===== src/usbv_pkg.sv =====
// How it works
// [RQ1] Latch two mode straps, select chip mode.
// [RQ2] ROM mode drives ROM select, address, data.
// [RQ3] Capture vendor and product identifiers at reset.
// [RQ4] Strapped peripherals float their outputs during reset.
// [RQ5] Product bits 15:14 pick descriptor set.
// [RQ6] Product bits 13:12 set maximum power.
// [RQ7] Product bit 11 enables remote wake-up.
// [RQ8] Product bit 10 picks audio codec channel.
// [RQ9] Product bit 9 picks audio shift order.
// [RQ10] Product bit 8 inverts audio data clock.
// [RQ11] Product bits 7:6 set clock doubler delay.
// [RQ12] Product bit 5 sets suspend output polarity.
// [RQ13] Product bit 4 enables clock multiplier.
// [RQ14] Product bits 3:2 force serial pads input.
// [RQ15] ROM mode still applies product bits 15:2.
// [RQ16] Request type bit 7 gives transfer direction.
// [RQ17] Request bit 0 holds or increments address.
// [RQ18] Request bits 2:1 set strobe width.
// [RQ19] Request bit 3 checks masked status first.
// [RQ20] Failed check halts, records completed operation count.
// [RQ21] Index below 0xC0 internal, above peripheral.
// [RQ22] Count byte gives transfers, maximum attempts.
package usbv_pkg;

  // ----------------------------------------------------------------
  // Chip modes and strap timing
  // ----------------------------------------------------------------
  localparam logic [1:0] MODE_LEGACY = 2'h0;
  localparam logic [1:0] MODE_AUDIO = 2'h1;
  localparam logic [1:0] MODE_TEST = 2'h2;
  localparam logic [1:0] MODE_ROM = 2'h3;
  localparam logic [1:0] STRAP_SYNC_CYC = 2'h3;
  localparam int SYNC_W = 37;

  // ----------------------------------------------------------------
  // Product identifier fields
  // ----------------------------------------------------------------
  localparam int PID_DESC_LO = 14;
  localparam int PID_POWER_LO = 12;
  localparam int PID_WAKE = 11;
  localparam int PID_CHAN = 10;
  localparam int PID_LSB = 9;
  localparam int PID_CLK_INV = 8;
  localparam int PID_DBL_LO = 6;
  localparam int PID_SUSP_HI = 5;
  localparam int PID_PLL = 4;
  localparam int PID_BCLK_IN = 3;
  localparam int PID_FSYNC_IN = 2;
  localparam logic [9:0] POWER_MA_0 = 10'h1F4;
  localparam logic [9:0] POWER_MA_1 = 10'h190;
  localparam logic [9:0] POWER_MA_2 = 10'h12C;
  localparam logic [9:0] POWER_MA_3 = 10'h0FA;
  localparam logic [5:0] DBL_NS_0 = 6'h00;
  localparam logic [5:0] DBL_NS_1 = 6'h1E;
  localparam logic [5:0] DBL_NS_2 = 6'h28;
  localparam logic [5:0] DBL_NS_3 = 6'h32;

  // ----------------------------------------------------------------
  // Vendor command fields and address map
  // ----------------------------------------------------------------
  localparam int REQ_DIR_BIT = 7;
  localparam int REQ_HOLD_BIT = 0;
  localparam int REQ_WID_LO = 1;
  localparam int REQ_CHK_BIT = 3;
  localparam logic [1:0] PERIPH_REGION = 2'h3;
  localparam logic [7:0] REG_OPS_A = 8'h05;
  localparam logic [7:0] REG_OPS_B = 8'h06;

  // ----------------------------------------------------------------
  // Strobe widths, given in system cycles, turned into clock counts
  // ----------------------------------------------------------------
  localparam int CLK_PERIOD_PS = 10000;
  localparam int SYS_CYC_PS = 41667;
  localparam int STB_SYS_0 = 2;
  localparam int STB_SYS_1 = 3;
  localparam int STB_SYS_2 = 8;
  localparam int STB_SYS_3 = 16;
  localparam int STB_CYC_0 =
    (STB_SYS_0 * SYS_CYC_PS + CLK_PERIOD_PS - 1) / CLK_PERIOD_PS;
  localparam int STB_CYC_1 =
    (STB_SYS_1 * SYS_CYC_PS + CLK_PERIOD_PS - 1) / CLK_PERIOD_PS;
  localparam int STB_CYC_2 =
    (STB_SYS_2 * SYS_CYC_PS + CLK_PERIOD_PS - 1) / CLK_PERIOD_PS;
  localparam int STB_CYC_3 =
    (STB_SYS_3 * SYS_CYC_PS + CLK_PERIOD_PS - 1) / CLK_PERIOD_PS;

  typedef enum logic [5:0] {
    ST_IDLE = 6'h01,
    ST_ACC = 6'h02,
    ST_WAIT_WR = 6'h04,
    ST_RD_OUT = 6'h08,
    ST_STEP = 6'h10,
    ST_FIN = 6'h20
  } usbv_state_e;

endpackage


===== src/usbv_cmd.sv =====
`timescale 1ns/1ps
module usbv_cmd (
  input wire logic ref_clk_i,
  input wire logic rst_n_i,
  input wire logic ce_i,
  input wire logic [5:0] periph_addr_i,
  output logic [5:0] periph_addr_o,
  output logic periph_addr_oe_o,
  input wire logic [7:0] periph_data_i,
  output logic [7:0] periph_data_o,
  output logic periph_data_oe_o,
  output logic periph_read_n_o,
  output logic periph_write_n_o,
  input wire logic [7:0] mem_data_i,
  input wire logic [14:0] mem_addr_i,
  output logic [14:0] mem_addr_o,
  output logic mem_addr_oe_o,
  input wire logic rom_req_i,
  input wire logic [9:0] rom_address_i,
  output logic rom_chip_select_n_o,
  output logic [7:0] rom_data_o,
  input wire logic suspend_i,
  output logic suspend_pin_o,
  output logic strap_done_o,
  output logic [1:0] chip_mode_o,
  output logic test_mode_o,
  output logic [15:0] vendor_id_o,
  output logic [15:0] product_id_o,
  output logic settings_valid_o,
  output logic [1:0] descriptor_set_o,
  output logic [9:0] max_power_ma_o,
  output logic remote_wakeup_en_o,
  output logic audio_channel_o,
  output logic audio_lsb_first_o,
  output logic audio_clk_invert_o,
  output logic [1:0] clk_doubler_o,
  output logic [5:0] doubler_delay_ns_o,
  output logic pll_enable_o,
  output logic serial_bit_clock_force_in_o,
  output logic frame_sync_force_in_o,
  input wire logic cmd_valid_i,
  output logic cmd_ready_o,
  input wire logic [7:0] cmd_req_type_i,
  input wire logic [7:0] cmd_request_i,
  input wire logic [15:0] cmd_value_i,
  input wire logic [15:0] cmd_index_i,
  input wire logic [15:0] cmd_count_i,
  input wire logic wr_valid_i,
  output logic wr_ready_o,
  input wire logic [7:0] wr_data_i,
  output logic rd_valid_o,
  input wire logic rd_ready_i,
  output logic [7:0] rd_data_o,
  output logic done_o,
  output logic check_failed_o,
  output logic [7:0] reg_addr_o,
  output logic reg_rd_o,
  output logic reg_wr_o,
  output logic [7:0] reg_wdata_o,
  input wire logic [7:0] reg_rdata_i
);
  import usbv_pkg::*;

  // ----------------------------------------------------------------
  // Pin synchronisers and strap capture
  // ----------------------------------------------------------------
  logic [SYNC_W-1:0] sync1_r, sync2_r;
  logic [5:0] periph_addr_s;
  logic [7:0] periph_data_s, mem_data_s;
  logic [14:0] mem_addr_s;
  logic [1:0] cap_cnt_r, chip_mode_r;
  logic strap_done_r, set_ok, rom_mode, acc_wr;
  logic [15:0] vendor_id_r, product_id_r;

  always_ff @(posedge ref_clk_i or negedge rst_n_i) begin
    if (!rst_n_i) begin
      sync1_r <= '0;
      sync2_r <= '0;
    end else if (ce_i) begin
      sync1_r <= {periph_addr_i, periph_data_i, mem_data_i, mem_addr_i};
      sync2_r <= sync1_r;
    end
  end

  assign {periph_addr_s, periph_data_s, mem_data_s, mem_addr_s} = sync2_r;

  // Straps are caught from samples synchronised after the release.
  always_ff @(posedge ref_clk_i or negedge rst_n_i) begin
    if (!rst_n_i) begin
      cap_cnt_r <= '0;
      strap_done_r <= 1'b0;
      chip_mode_r <= MODE_LEGACY;
      vendor_id_r <= '0;
      product_id_r <= '0;
    end else if (ce_i && !strap_done_r) begin
      if (cap_cnt_r == STRAP_SYNC_CYC) begin
        strap_done_r <= 1'b1;
        chip_mode_r <= periph_addr_s[3:2]; // see [RQ1]
        vendor_id_r <= {periph_data_s, mem_data_s}; // see [RQ3]
        product_id_r <= {periph_addr_s[0], mem_addr_s}; // see [RQ3]
      end else begin
        cap_cnt_r <= cap_cnt_r + 2'h1;
      end
    end
  end

  // ----------------------------------------------------------------
  // Settings decoded from the product identifier
  // ----------------------------------------------------------------
  // Settings hold in audio mode and in ROM mode.
  assign set_ok = strap_done_r &&
    (chip_mode_r == MODE_AUDIO || chip_mode_r == MODE_ROM); // see [RQ15]
  assign strap_done_o = strap_done_r;
  assign chip_mode_o = chip_mode_r;
  assign test_mode_o = strap_done_r && chip_mode_r == MODE_TEST;
  assign vendor_id_o = vendor_id_r;
  assign product_id_o = product_id_r;
  assign settings_valid_o = set_ok;
  assign descriptor_set_o = product_id_r[PID_DESC_LO+:2]; // see [RQ5]
  assign remote_wakeup_en_o = set_ok && product_id_r[PID_WAKE]; // see [RQ7]
  assign audio_channel_o = set_ok && product_id_r[PID_CHAN]; // see [RQ8]
  assign audio_lsb_first_o = set_ok && product_id_r[PID_LSB]; // see [RQ9]
  assign audio_clk_invert_o =
    set_ok && product_id_r[PID_CLK_INV]; // see [RQ10]
  assign clk_doubler_o =
    set_ok ? product_id_r[PID_DBL_LO+:2] : 2'h0; // see [RQ11]
  assign pll_enable_o = set_ok && product_id_r[PID_PLL]; // see [RQ13]
  assign serial_bit_clock_force_in_o =
    set_ok && product_id_r[PID_BCLK_IN]; // see [RQ14]
  assign frame_sync_force_in_o =
    set_ok && product_id_r[PID_FSYNC_IN]; // see [RQ14]

  always_comb begin
    unique case (product_id_r[PID_POWER_LO+:2]) // see [RQ6]
      2'h0: max_power_ma_o = POWER_MA_0;
      2'h1: max_power_ma_o = POWER_MA_1;
      2'h2: max_power_ma_o = POWER_MA_2;
      2'h3: max_power_ma_o = POWER_MA_3;
    endcase
    unique case (clk_doubler_o) // see [RQ11]
      2'h0: doubler_delay_ns_o = DBL_NS_0;
      2'h1: doubler_delay_ns_o = DBL_NS_1;
      2'h2: doubler_delay_ns_o = DBL_NS_2;
      2'h3: doubler_delay_ns_o = DBL_NS_3;
    endcase
  end

  // Suspend shows active low unless the strap asks for active high.
  assign suspend_pin_o = (set_ok && product_id_r[PID_SUSP_HI]) ?
    suspend_i : !suspend_i; // see [RQ12]

  // ----------------------------------------------------------------
  // External descriptor ROM
  // ----------------------------------------------------------------
  assign rom_mode = strap_done_r && chip_mode_r == MODE_ROM;
  assign rom_chip_select_n_o = !(rom_mode && rom_req_i); // see [RQ2]
  // The memory address bus floats except in ROM mode after capture, so the pulls set what is read.
  assign mem_addr_oe_o = rom_mode; // see [RQ4]
  assign mem_addr_o = {5'h00, rom_address_i}; // see [RQ2]

  always_ff @(posedge ref_clk_i or negedge rst_n_i) begin
    if (!rst_n_i) begin
      rom_data_o <= '0;
    end else if (ce_i && rom_mode) begin
      rom_data_o <= mem_data_s; // see [RQ2]
    end
  end

  // ----------------------------------------------------------------
  // Vendor command engine
  // ----------------------------------------------------------------
  usbv_state_e state_r, state_nxt;
  logic dir_rd_r, hold_r, chk_r, acc_chk_r, fail_r, acc_periph, acc_last;
  logic acc_first, chk_pass, last_op, go_acc, go_chk;
  logic [6:0] width_r, width_nxt, acc_cnt_r;
  logic [7:0] stat_addr_r, mask_r, addr_r, count_r, ops_r, acc_addr_r;
  logic [7:0] data_r, ops_a_r, ops_b_r, acc_val;

  always_comb begin
    unique case (cmd_request_i[REQ_WID_LO+:2]) // see [RQ18]
      2'h0: width_nxt = 7'(STB_CYC_0);
      2'h1: width_nxt = 7'(STB_CYC_1);
      2'h2: width_nxt = 7'(STB_CYC_2);
      2'h3: width_nxt = 7'(STB_CYC_3);
    endcase
  end

  assign acc_periph = acc_addr_r[7:6] == PERIPH_REGION; // see [RQ21]
  assign acc_last = state_r == ST_ACC && acc_cnt_r == 7'h01;
  assign acc_first = state_r == ST_ACC && acc_cnt_r == width_r;
  assign acc_val = acc_periph ? periph_data_s :
    acc_addr_r == REG_OPS_A ? ops_a_r :
    acc_addr_r == REG_OPS_B ? ops_b_r : reg_rdata_i;
  assign chk_pass = (acc_val & mask_r) != 8'h00; // see [RQ19]
  assign last_op = ops_r == count_r; // see [RQ22]

  // Next step after a transfer or at command start.
  always_comb begin
    state_nxt = state_r;
    go_acc = 1'b0;
    go_chk = 1'b0;
    unique case (state_r)
      ST_IDLE: begin
        if (cmd_valid_i && strap_done_r) begin
          state_nxt = ST_STEP;
        end
      end
      ST_STEP: begin
        if (last_op || fail_r) begin
          state_nxt = ST_FIN;
        end else if (chk_r) begin
          state_nxt = ST_ACC;
          go_chk = 1'b1;
        end else if (!dir_rd_r) begin
          state_nxt = ST_WAIT_WR;
        end else begin
          state_nxt = ST_ACC;
          go_acc = 1'b1;
        end
      end
      ST_WAIT_WR: begin
        if (wr_valid_i || dir_rd_r) begin
          state_nxt = ST_ACC;
          go_acc = 1'b1;
        end
      end
      ST_ACC: begin
        if (acc_last) begin
          if (acc_chk_r && !chk_pass) begin
            state_nxt = ST_STEP;
          end else if (acc_chk_r) begin
            state_nxt = ST_WAIT_WR;
          end else if (dir_rd_r) begin
            state_nxt = ST_RD_OUT;
          end else begin
            state_nxt = ST_STEP;
          end
        end
      end
      ST_RD_OUT: begin
        if (rd_ready_i) begin
          state_nxt = ST_STEP;
        end
      end
      ST_FIN: state_nxt = ST_IDLE;
    endcase
  end

  always_ff @(posedge ref_clk_i or negedge rst_n_i) begin
    if (!rst_n_i) begin
      state_r <= ST_IDLE;
    end else if (ce_i) begin
      state_r <= state_nxt;
    end
  end

  // A new command is only taken in idle; that is also what lifts a halt.
  always_ff @(posedge ref_clk_i or negedge rst_n_i) begin
    if (!rst_n_i) begin
      dir_rd_r <= 1'b0;
      hold_r <= 1'b0;
      chk_r <= 1'b0;
      width_r <= 7'(STB_CYC_0);
      stat_addr_r <= '0;
      mask_r <= '0;
      count_r <= '0;
    end else if (ce_i && state_r == ST_IDLE && cmd_valid_i &&
                 strap_done_r) begin
      dir_rd_r <= cmd_req_type_i[REQ_DIR_BIT]; // see [RQ16]
      hold_r <= cmd_request_i[REQ_HOLD_BIT]; // see [RQ17]
      chk_r <= cmd_request_i[REQ_CHK_BIT]; // see [RQ19]
      width_r <= width_nxt; // see [RQ18]
      stat_addr_r <= cmd_value_i[7:0]; // see [RQ19]
      mask_r <= cmd_value_i[15:8]; // see [RQ19]
      count_r <= cmd_count_i[7:0]; // see [RQ22]
    end
  end

  always_ff @(posedge ref_clk_i or negedge rst_n_i) begin
    if (!rst_n_i) begin
      addr_r <= '0;
      ops_r <= '0;
      fail_r <= 1'b0;
    end else if (ce_i) begin
      if (state_r == ST_IDLE && cmd_valid_i && strap_done_r) begin
        addr_r <= cmd_index_i[7:0]; // see [RQ21]
        ops_r <= '0;
        fail_r <= 1'b0;
      end else if (acc_last && acc_chk_r && !chk_pass) begin
        fail_r <= 1'b1; // see [RQ20]
      end else if (acc_last && !acc_chk_r) begin
        ops_r <= ops_r + 8'h01;
        if (!hold_r) begin
          addr_r <= addr_r + 8'h01; // see [RQ17]
        end
      end
    end
  end

  always_ff @(posedge ref_clk_i or negedge rst_n_i) begin
    if (!rst_n_i) begin
      acc_addr_r <= '0;
      acc_chk_r <= 1'b0;
      acc_cnt_r <= '0;
    end else if (ce_i) begin
      if (go_chk) begin
        acc_addr_r <= stat_addr_r; // see [RQ19]
        acc_chk_r <= 1'b1;
        acc_cnt_r <= width_r;
      end else if (go_acc) begin
        acc_addr_r <= addr_r;
        acc_chk_r <= 1'b0;
        acc_cnt_r <= width_r;
      end else if (state_r == ST_ACC) begin
        acc_cnt_r <= acc_cnt_r - 7'h01; // see [RQ18]
      end
    end
  end

  always_ff @(posedge ref_clk_i or negedge rst_n_i) begin
    if (!rst_n_i) begin
      data_r <= '0;
    end else if (ce_i) begin
      if (state_r == ST_WAIT_WR && wr_valid_i && !dir_rd_r) begin
        data_r <= wr_data_i;
      end else if (acc_last && !acc_chk_r && dir_rd_r) begin
        data_r <= acc_val;
      end
    end
  end

  // Reads log their count in the first register, writes in the second.
  always_ff @(posedge ref_clk_i or negedge rst_n_i) begin
    if (!rst_n_i) begin
      ops_a_r <= '0;
      ops_b_r <= '0;
    end else if (ce_i && state_r == ST_STEP && (last_op || fail_r)) begin
      if (dir_rd_r) begin
        ops_a_r <= ops_r; // see [RQ20]
      end else begin
        ops_b_r <= ops_r; // see [RQ20]
      end
    end
  end

  // ----------------------------------------------------------------
  // Strobes and host side handshakes
  // ----------------------------------------------------------------
  assign acc_wr = state_r == ST_ACC && !acc_chk_r && !dir_rd_r;
  assign periph_addr_oe_o = strap_done_r; // see [RQ4]
  assign periph_addr_o = acc_addr_r[5:0]; // see [RQ21]
  assign periph_data_o = data_r;
  assign periph_data_oe_o = acc_wr && acc_periph;
  assign periph_read_n_o = !(state_r == ST_ACC && acc_periph &&
    (acc_chk_r || dir_rd_r)); // see [RQ21]
  assign periph_write_n_o = !(acc_wr && acc_periph); // see [RQ21]
  assign reg_addr_o = acc_addr_r;
  assign reg_wdata_o = data_r;
  assign reg_rd_o = acc_first && !acc_periph && !acc_wr;
  // The count registers are read only, so writes to them go nowhere.
  assign reg_wr_o = acc_first && !acc_periph && acc_wr &&
    acc_addr_r != REG_OPS_A && acc_addr_r != REG_OPS_B;
  assign cmd_ready_o = state_r == ST_IDLE && strap_done_r;
  assign wr_ready_o = state_r == ST_WAIT_WR && !dir_rd_r;
  assign rd_valid_o = state_r == ST_RD_OUT;
  assign rd_data_o = data_r;
  assign done_o = state_r == ST_FIN;
  assign check_failed_o = fail_r;

endmodule // usbv_cmd


===== config.mk =====
export PLATFORM = sky130hd
export DESIGN_NAME = usbv_cmd
export DESIGN_NICKNAME = d
export VERILOG_FILES = /design/src/usbv_pkg.sv /design/src/usbv_cmd.sv
export SDC_FILE = /design/constraint.sdc
export NUM_CORES = 1
export LEC_CHECK = 0
export ABC_AREA = 1
export BUFFER_PORTS_ARGS = -buffer_cell sky130_fd_sc_hd__buf_2
export CORE_ASPECT_RATIO = 1.2
export CORE_MARGIN = 4
export CORE_UTILIZATION = 37
export DETAILED_ROUTE_END_ITERATION = 7
export SETUP_SLACK_MARGIN = 0.1
export SLEW_MARGIN = 0
export SYNTH_ARGS = -nofsm -noshare
export SYNTH_HDL_FRONTEND = slang
export SYNTH_SLANG_ARGS = --single-unit

===== constraint.sdc =====
create_clock -name ref_clk_i -period 2.1 [get_ports ref_clk_i]
set_input_delay 0.42 -clock ref_clk_i [delete_from_list [all_inputs] [get_ports ref_clk_i]]
set_output_delay 0.42 -clock ref_clk_i [all_outputs]
set_load 0.01 [all_outputs]

# After elaboration in Yosys (flattened, before gate mapping)
# Cells that the tools add are included.
# W data, S select, Z words.
# totals
out_inout_bits,139
elab_cells,187
in_bits,135
ff_bits,212
# classes
bitwise,3
n_reduce_logical,77
mux,45
n_eq_ne,33
addsub,4
# op_table
operator,count
$mux W8,14
$logic_and A1 B1 Y1,43
$pmux W10 S4,1
$pmux W6 S6,1
$mux W6,5
$pmux W7 S4,1
$pmux W6 S4,1
$mux W7,3
$eq A2 B2 Y1 const B,10
$add A8 B1 Y8 const B,2
$eq A8 B3 Y1 const B,2
$ne A8 B3 Y1 const B,2
$reduce_and A2 Y1,8
$mux W5,3
$mux W1,12
$logic_not A1 Y1,10
$and A8 B8 Y8,1
$eq A2 B1 Y1 const B,4
$eq A8 B8 Y1,1
$ne A2 B2 Y1 const B,4
$reduce_bool A2 Y1,4
$reduce_bool A8 Y1,1
$eq A7 B1 Y1 const B,1
$eq A7 B7 Y1,1
19 further kinds,27

# Depth between registers and ports, before layout
# logic_depth
word_depth,11
mapped_depth,16
depth_no_buf,15

# Worst setup path after synthesis
# Ideal clock, no wire load.
# synth_timing
kind,register to output
from,"register acc_addr_r[6], in the netlist reg_addr_o[6]"
to,output port reg_rd_o
path_buffers,0
stages_incl_launch_ff,6
t_required_ns,1.680
arrival_ns,1.541
slack_ns,0.139
path_cell_list,dfrtp_1 -> nand2_1 -> clkinv_1 -> a2111oi_0 -> nand3_1 -> nor2_1
# synth_between
elab_chain_cells,4
# synth_rtl
item,line_no,text
start: declaration,usbv_cmd.sv:176,"logic [7:0] stat_addr_r, mask_r, addr_r, count_r, ops_r, acc_addr_r;"
start signal: assignment,usbv_cmd.sv:307,acc_addr_r <= stat_addr_r;
start signal: assignment,usbv_cmd.sv:311,acc_addr_r <= addr_r;
$eq A2 B2 Y1,usbv_cmd.sv:188,assign acc_periph = acc_addr_r[7:6] == PERIPH_REGION;
$logic_not A1 Y1,usbv_cmd.sv:359,assign reg_rd_o = acc_first && !acc_periph && !acc_wr;
$logic_and A1 B1 Y1 (2 in a row),usbv_cmd.sv:359,
end: declaration,usbv_cmd.sv:57,"output logic reg_rd_o,"
# No other way between the ends.

# Worst setup path after layout
# layout_timing
from,register width_r[3]
to,output port reg_rd_o
# layout_between
elab_chain_cells,4
# layout_rtl
item,line_no,text
start: declaration,usbv_cmd.sv:175,"logic [6:0] width_r, width_nxt, acc_cnt_r;"
start signal: assignment,usbv_cmd.sv:263,width_r <= 7'(STB_CYC_0);
start signal: assignment,usbv_cmd.sv:272,width_r <= width_nxt;
$eq A7 B7 Y1,usbv_cmd.sv:190,assign acc_first = state_r == ST_ACC && acc_cnt_r == width_r;
$logic_and A1 B1 Y1,usbv_cmd.sv:190,
$logic_and A1 B1 Y1 (2 in a row),usbv_cmd.sv:359,
# No other way between the ends.

==> impl_metrics.py <==
metrics = {
    "synthesis": {
        "yosysWarningCount": 0,
        "mappedNetlistArea_mm2": 0.009971,
        "ys_top_cells_by_area": "dfrtp_1 (52%), nand2_1 (15%), o21ai_0 (6.5%)",
        "synth_top_area_share_pct": 51.70,
        "yosysSeqAreaShare_pct": 52.49,
        "syn_area_per_cell_um2": 8.254,
        "yosysTopAreaCell": "dfrtp_1",
        "synth_cells": 1208,
        "ys_types": 46,
        "ys_seq_elements": 209,
    },
    "final_layout": {
        "diodes": 0,
        "drive_gt1_share_pct": 33.83,
        "area_delta_synth_final_pct": 35.63,
        "postLayoutCoreUtil_pct": 51.16,
        "fillers": 2467,
        "final_area_mm2": 0.01352,
        "final_nets": 1610,
    },
    "clock_network": {
        "clock_path_buffers": 3,
        "numCtsBuffers": 24,
        "clock-root-buffer": "clkbuf_16",
        "cts_tree": "built",
        "clock_sinks": 209,
        "cts_max_level": 1,
        "clk_latency_ns": 0.51,
        "clk_pin_slew_ns": 0.06,
    },
    "sta": {
        "finalHoldViolCount": 0,
        "final.min_clock_period_ns": 2.423,
        "setup_viol": 17,
        "max_freq_mhz": 412.7,
        "skew_ns": 0.007598,
        "setup_ws_ns": -0.3232,
        "setup_tns_ns": -1.442,
        "worst_slew_pin_slew_ns": 0.5025,
        "rsz0062_at_grt": "true",
        "period_share_pct": 115.4,
        "maxSlewHeadroom_pct": 66.50,
        "drv_slew": 0,
    },
    "route": {
        "viasPerCell": 4.785,
        "wirelength_um": 27770,
        "ant_nets": 0,
        "drt_iter0_drc": 479,
        "drc": 0,
        "num_vias": 8689,
        "wl_per_cell_um": 15.29,
        "firstDrtPassIters": 4,
    },
    "setup_path": {
        "cp-end-kind": "primary output",
        "critPathLaunchType": "flop",
        "arrival_ns": 2.00,
        "crit_fanout": 2,
        "path_class": "reg2out",
        "crit_required_ns": 1.68,
        "rrSetupSlack_ns": -0.04,
    },
    "power_and_ir_drop": {
        "cellPowerDensity_mw_per_mm2": 1051,
        "leakagePower_uw": 0.007001,
        "vdd_drop_max_uv": 657.7,
    },
    "floorplanning": {
        "die_y_um": 187.8,
        "start_util_pct": 37.72,
        "dieWidth_um": 157.9,
        "dieArea_mm2": 0.02965,
        "pin_count": 274,
        "rows": 65,
        "core-area_mm2": 0.02643,
    },
    "global_route": {
        "grt_overflow_total": 0,
        "first_global_vias": 8547,
        "grt_util_all_layers_pct": 17.84,
        "antenna_found_initial": 3,
        "grt_start_max_net_pins": 59,
        "grt_first_pass_wirelength_um": 43440,
    },
    "placed_design": {
        "dp_hpwl_um": 18820,
        "portBuffers": 215,
        "placed_area_mm2": 0.01139,
        "gp_congestion": 0.8553,
    },
    "outcome": {
        "status": "finished with violations",
        "violations": "negative setup slack",
    },
    "flow_run": {
        "drv_cap": 0,
    },
    "hold_path": {
        "hp-class": "in2reg",
    },
}
## area by class of cell
cell class              count  area (um2)  area share (%)
well taps                 335       419.2           3.100
repair buffers            309        2127           15.73
flip-flops and latches    209        5240           38.75
clock buffers              29       670.6           4.959
multi-input cells         779        4218           31.19
clock inverters            15       280.3           2.073
repair inverters            1       8.758         0.06477
inverters                 139       559.3           4.136
## synthesized netlist by cell type (all sizes together)
cell and count:
a21o 1, nand3 74, nand4 4, nand2 408
o21bai 1, conb 1, clkbuf 31, mux2 1
nor2 55, o22ai 2, nand3b 6, a2111oi 1
a31oi 14, clkinv 2, nor3 14, dfstp 3
o211ai 1, buf 57, xnor2 10, o211a 1
o21a 1, xor2 10, nor4 2, ha 12
inv 137, dfrtp 206, a21oi 14, o21ai 133
or2 6
## worst paths after layout
kind                             endpoint            start  depth (start not counted)
setup / recovery                 reg_rd_o       width_r[3]                          5
hold / removal                  mask_r[4]  cmd_value_i[12]                          3
setup reg to reg                 ops_r[6]       state_r[4]                         15
hold reg to reg               sync1_r[30]      sync1_r[30]                          2
max in group asynchronous  chip_mode_o[0]          rst_n_i                          3
min in group asynchronous  stat_addr_r[7]          rst_n_i                          2
## cell usage in the layout, fill, tap and decap left out, drive strengths merged, types with 3 or more instances in the layout
cell and count:
nand3 74, inv 137, nand4 4, nor3 14, bufinv 8, o21ai 133
nand2 408, xor2 10, clkinv 8, buf 306, xnor2 10, clkbuf 31
a31oi 14, dfstp 3, or2 6, nor2 55, ha 12, a21oi 14
conb 8, nand3b 6, dfrtp 206
## logic make-up after synthesis
group / Yosys count / synth area share, %
other: 1 / 0.03761
buffers and inverters: 227 / 10.67
AND/OR/NAND/NOR: 569 / 24.44
multiplexers: 1 / 0.1129
flip-flops: 209 / 52.49
adder cells (fa/ha/maj): 12 / 1.506
XOR/XNOR: 20 / 1.757
AO/OA/AOI/OAI: 169 / 8.985
## power breakdown
part / switching (uW) / internal (uW) / total [uW] / leakage [uW]
Clock: 1690 / 3250 / 4950 / 0.000464
Combinational: 2270 / 1660 / 3930 / 0.00388
Sequential: 594 / 4750 / 5340 / 0.00265
## routing by layer
layer	track usage, %	vias to the layer above	part of all wire, %
li1	-	4270	-
met5	0	-	0.14
met1	23.43	4114	42
met3	3.740	50	6.6
met2	30.19	249	48
met4	4.138	6	2.5
## critical path: stages (launching register included)
cell and delay (ns):
dfstp_2 0.54, o22ai_2 0.06, nor4_2 0.34, nand3_1 0.22, nor2_2 0.18, buf_2 0.16
## stage by stage
| step | setup WS [ns] | hold slack (ns) | cells | power, uW |
|---|---|---|---|---|
| after floorplan | 0.1391 | 0.1244 | 1215 | 7350 |
| after global placement | 0.04321 | 0.3997 | 1720 | 8345 |
| after detailed placement | 0.007639 | 0.4022 | 1720 | 8419 |
| after CTS | -0.3380 | 0.08659 | 1792 | 13740 |
| after global routing | -0.4068 | 0.08823 | 1816 | 15050 |
| final | -0.3232 | 0.1053 | 1816 | 14210 |
## timing repair
action	4_1_cts	5_1_grt
gates resized for setup	75	136
hold endpoints to repair	50	0
hold buffers	1	0
buffers inserted	28	23
endpoints found under the setup margin	44	87
gates cloned	0	3
pin swaps	19	35
## state kept, by name (all words and copies together), names as in the netlist, 6 cells and up
signal and count:
reg_addr_o 8, periph_data_o 8, stat_addr_r 8, mask_r 8
addr_r 8, ops_a_r 8, width_r 6, vendor_id_o 16
ops_b_r 8, product_id_o 16, sync2_r 34, count_r 8
state_r 6, sync1_r 34, acc_cnt_r 7, rom_data_o 8
ops_r 8
Note: power is estimated with default switching activity, not from simulation.
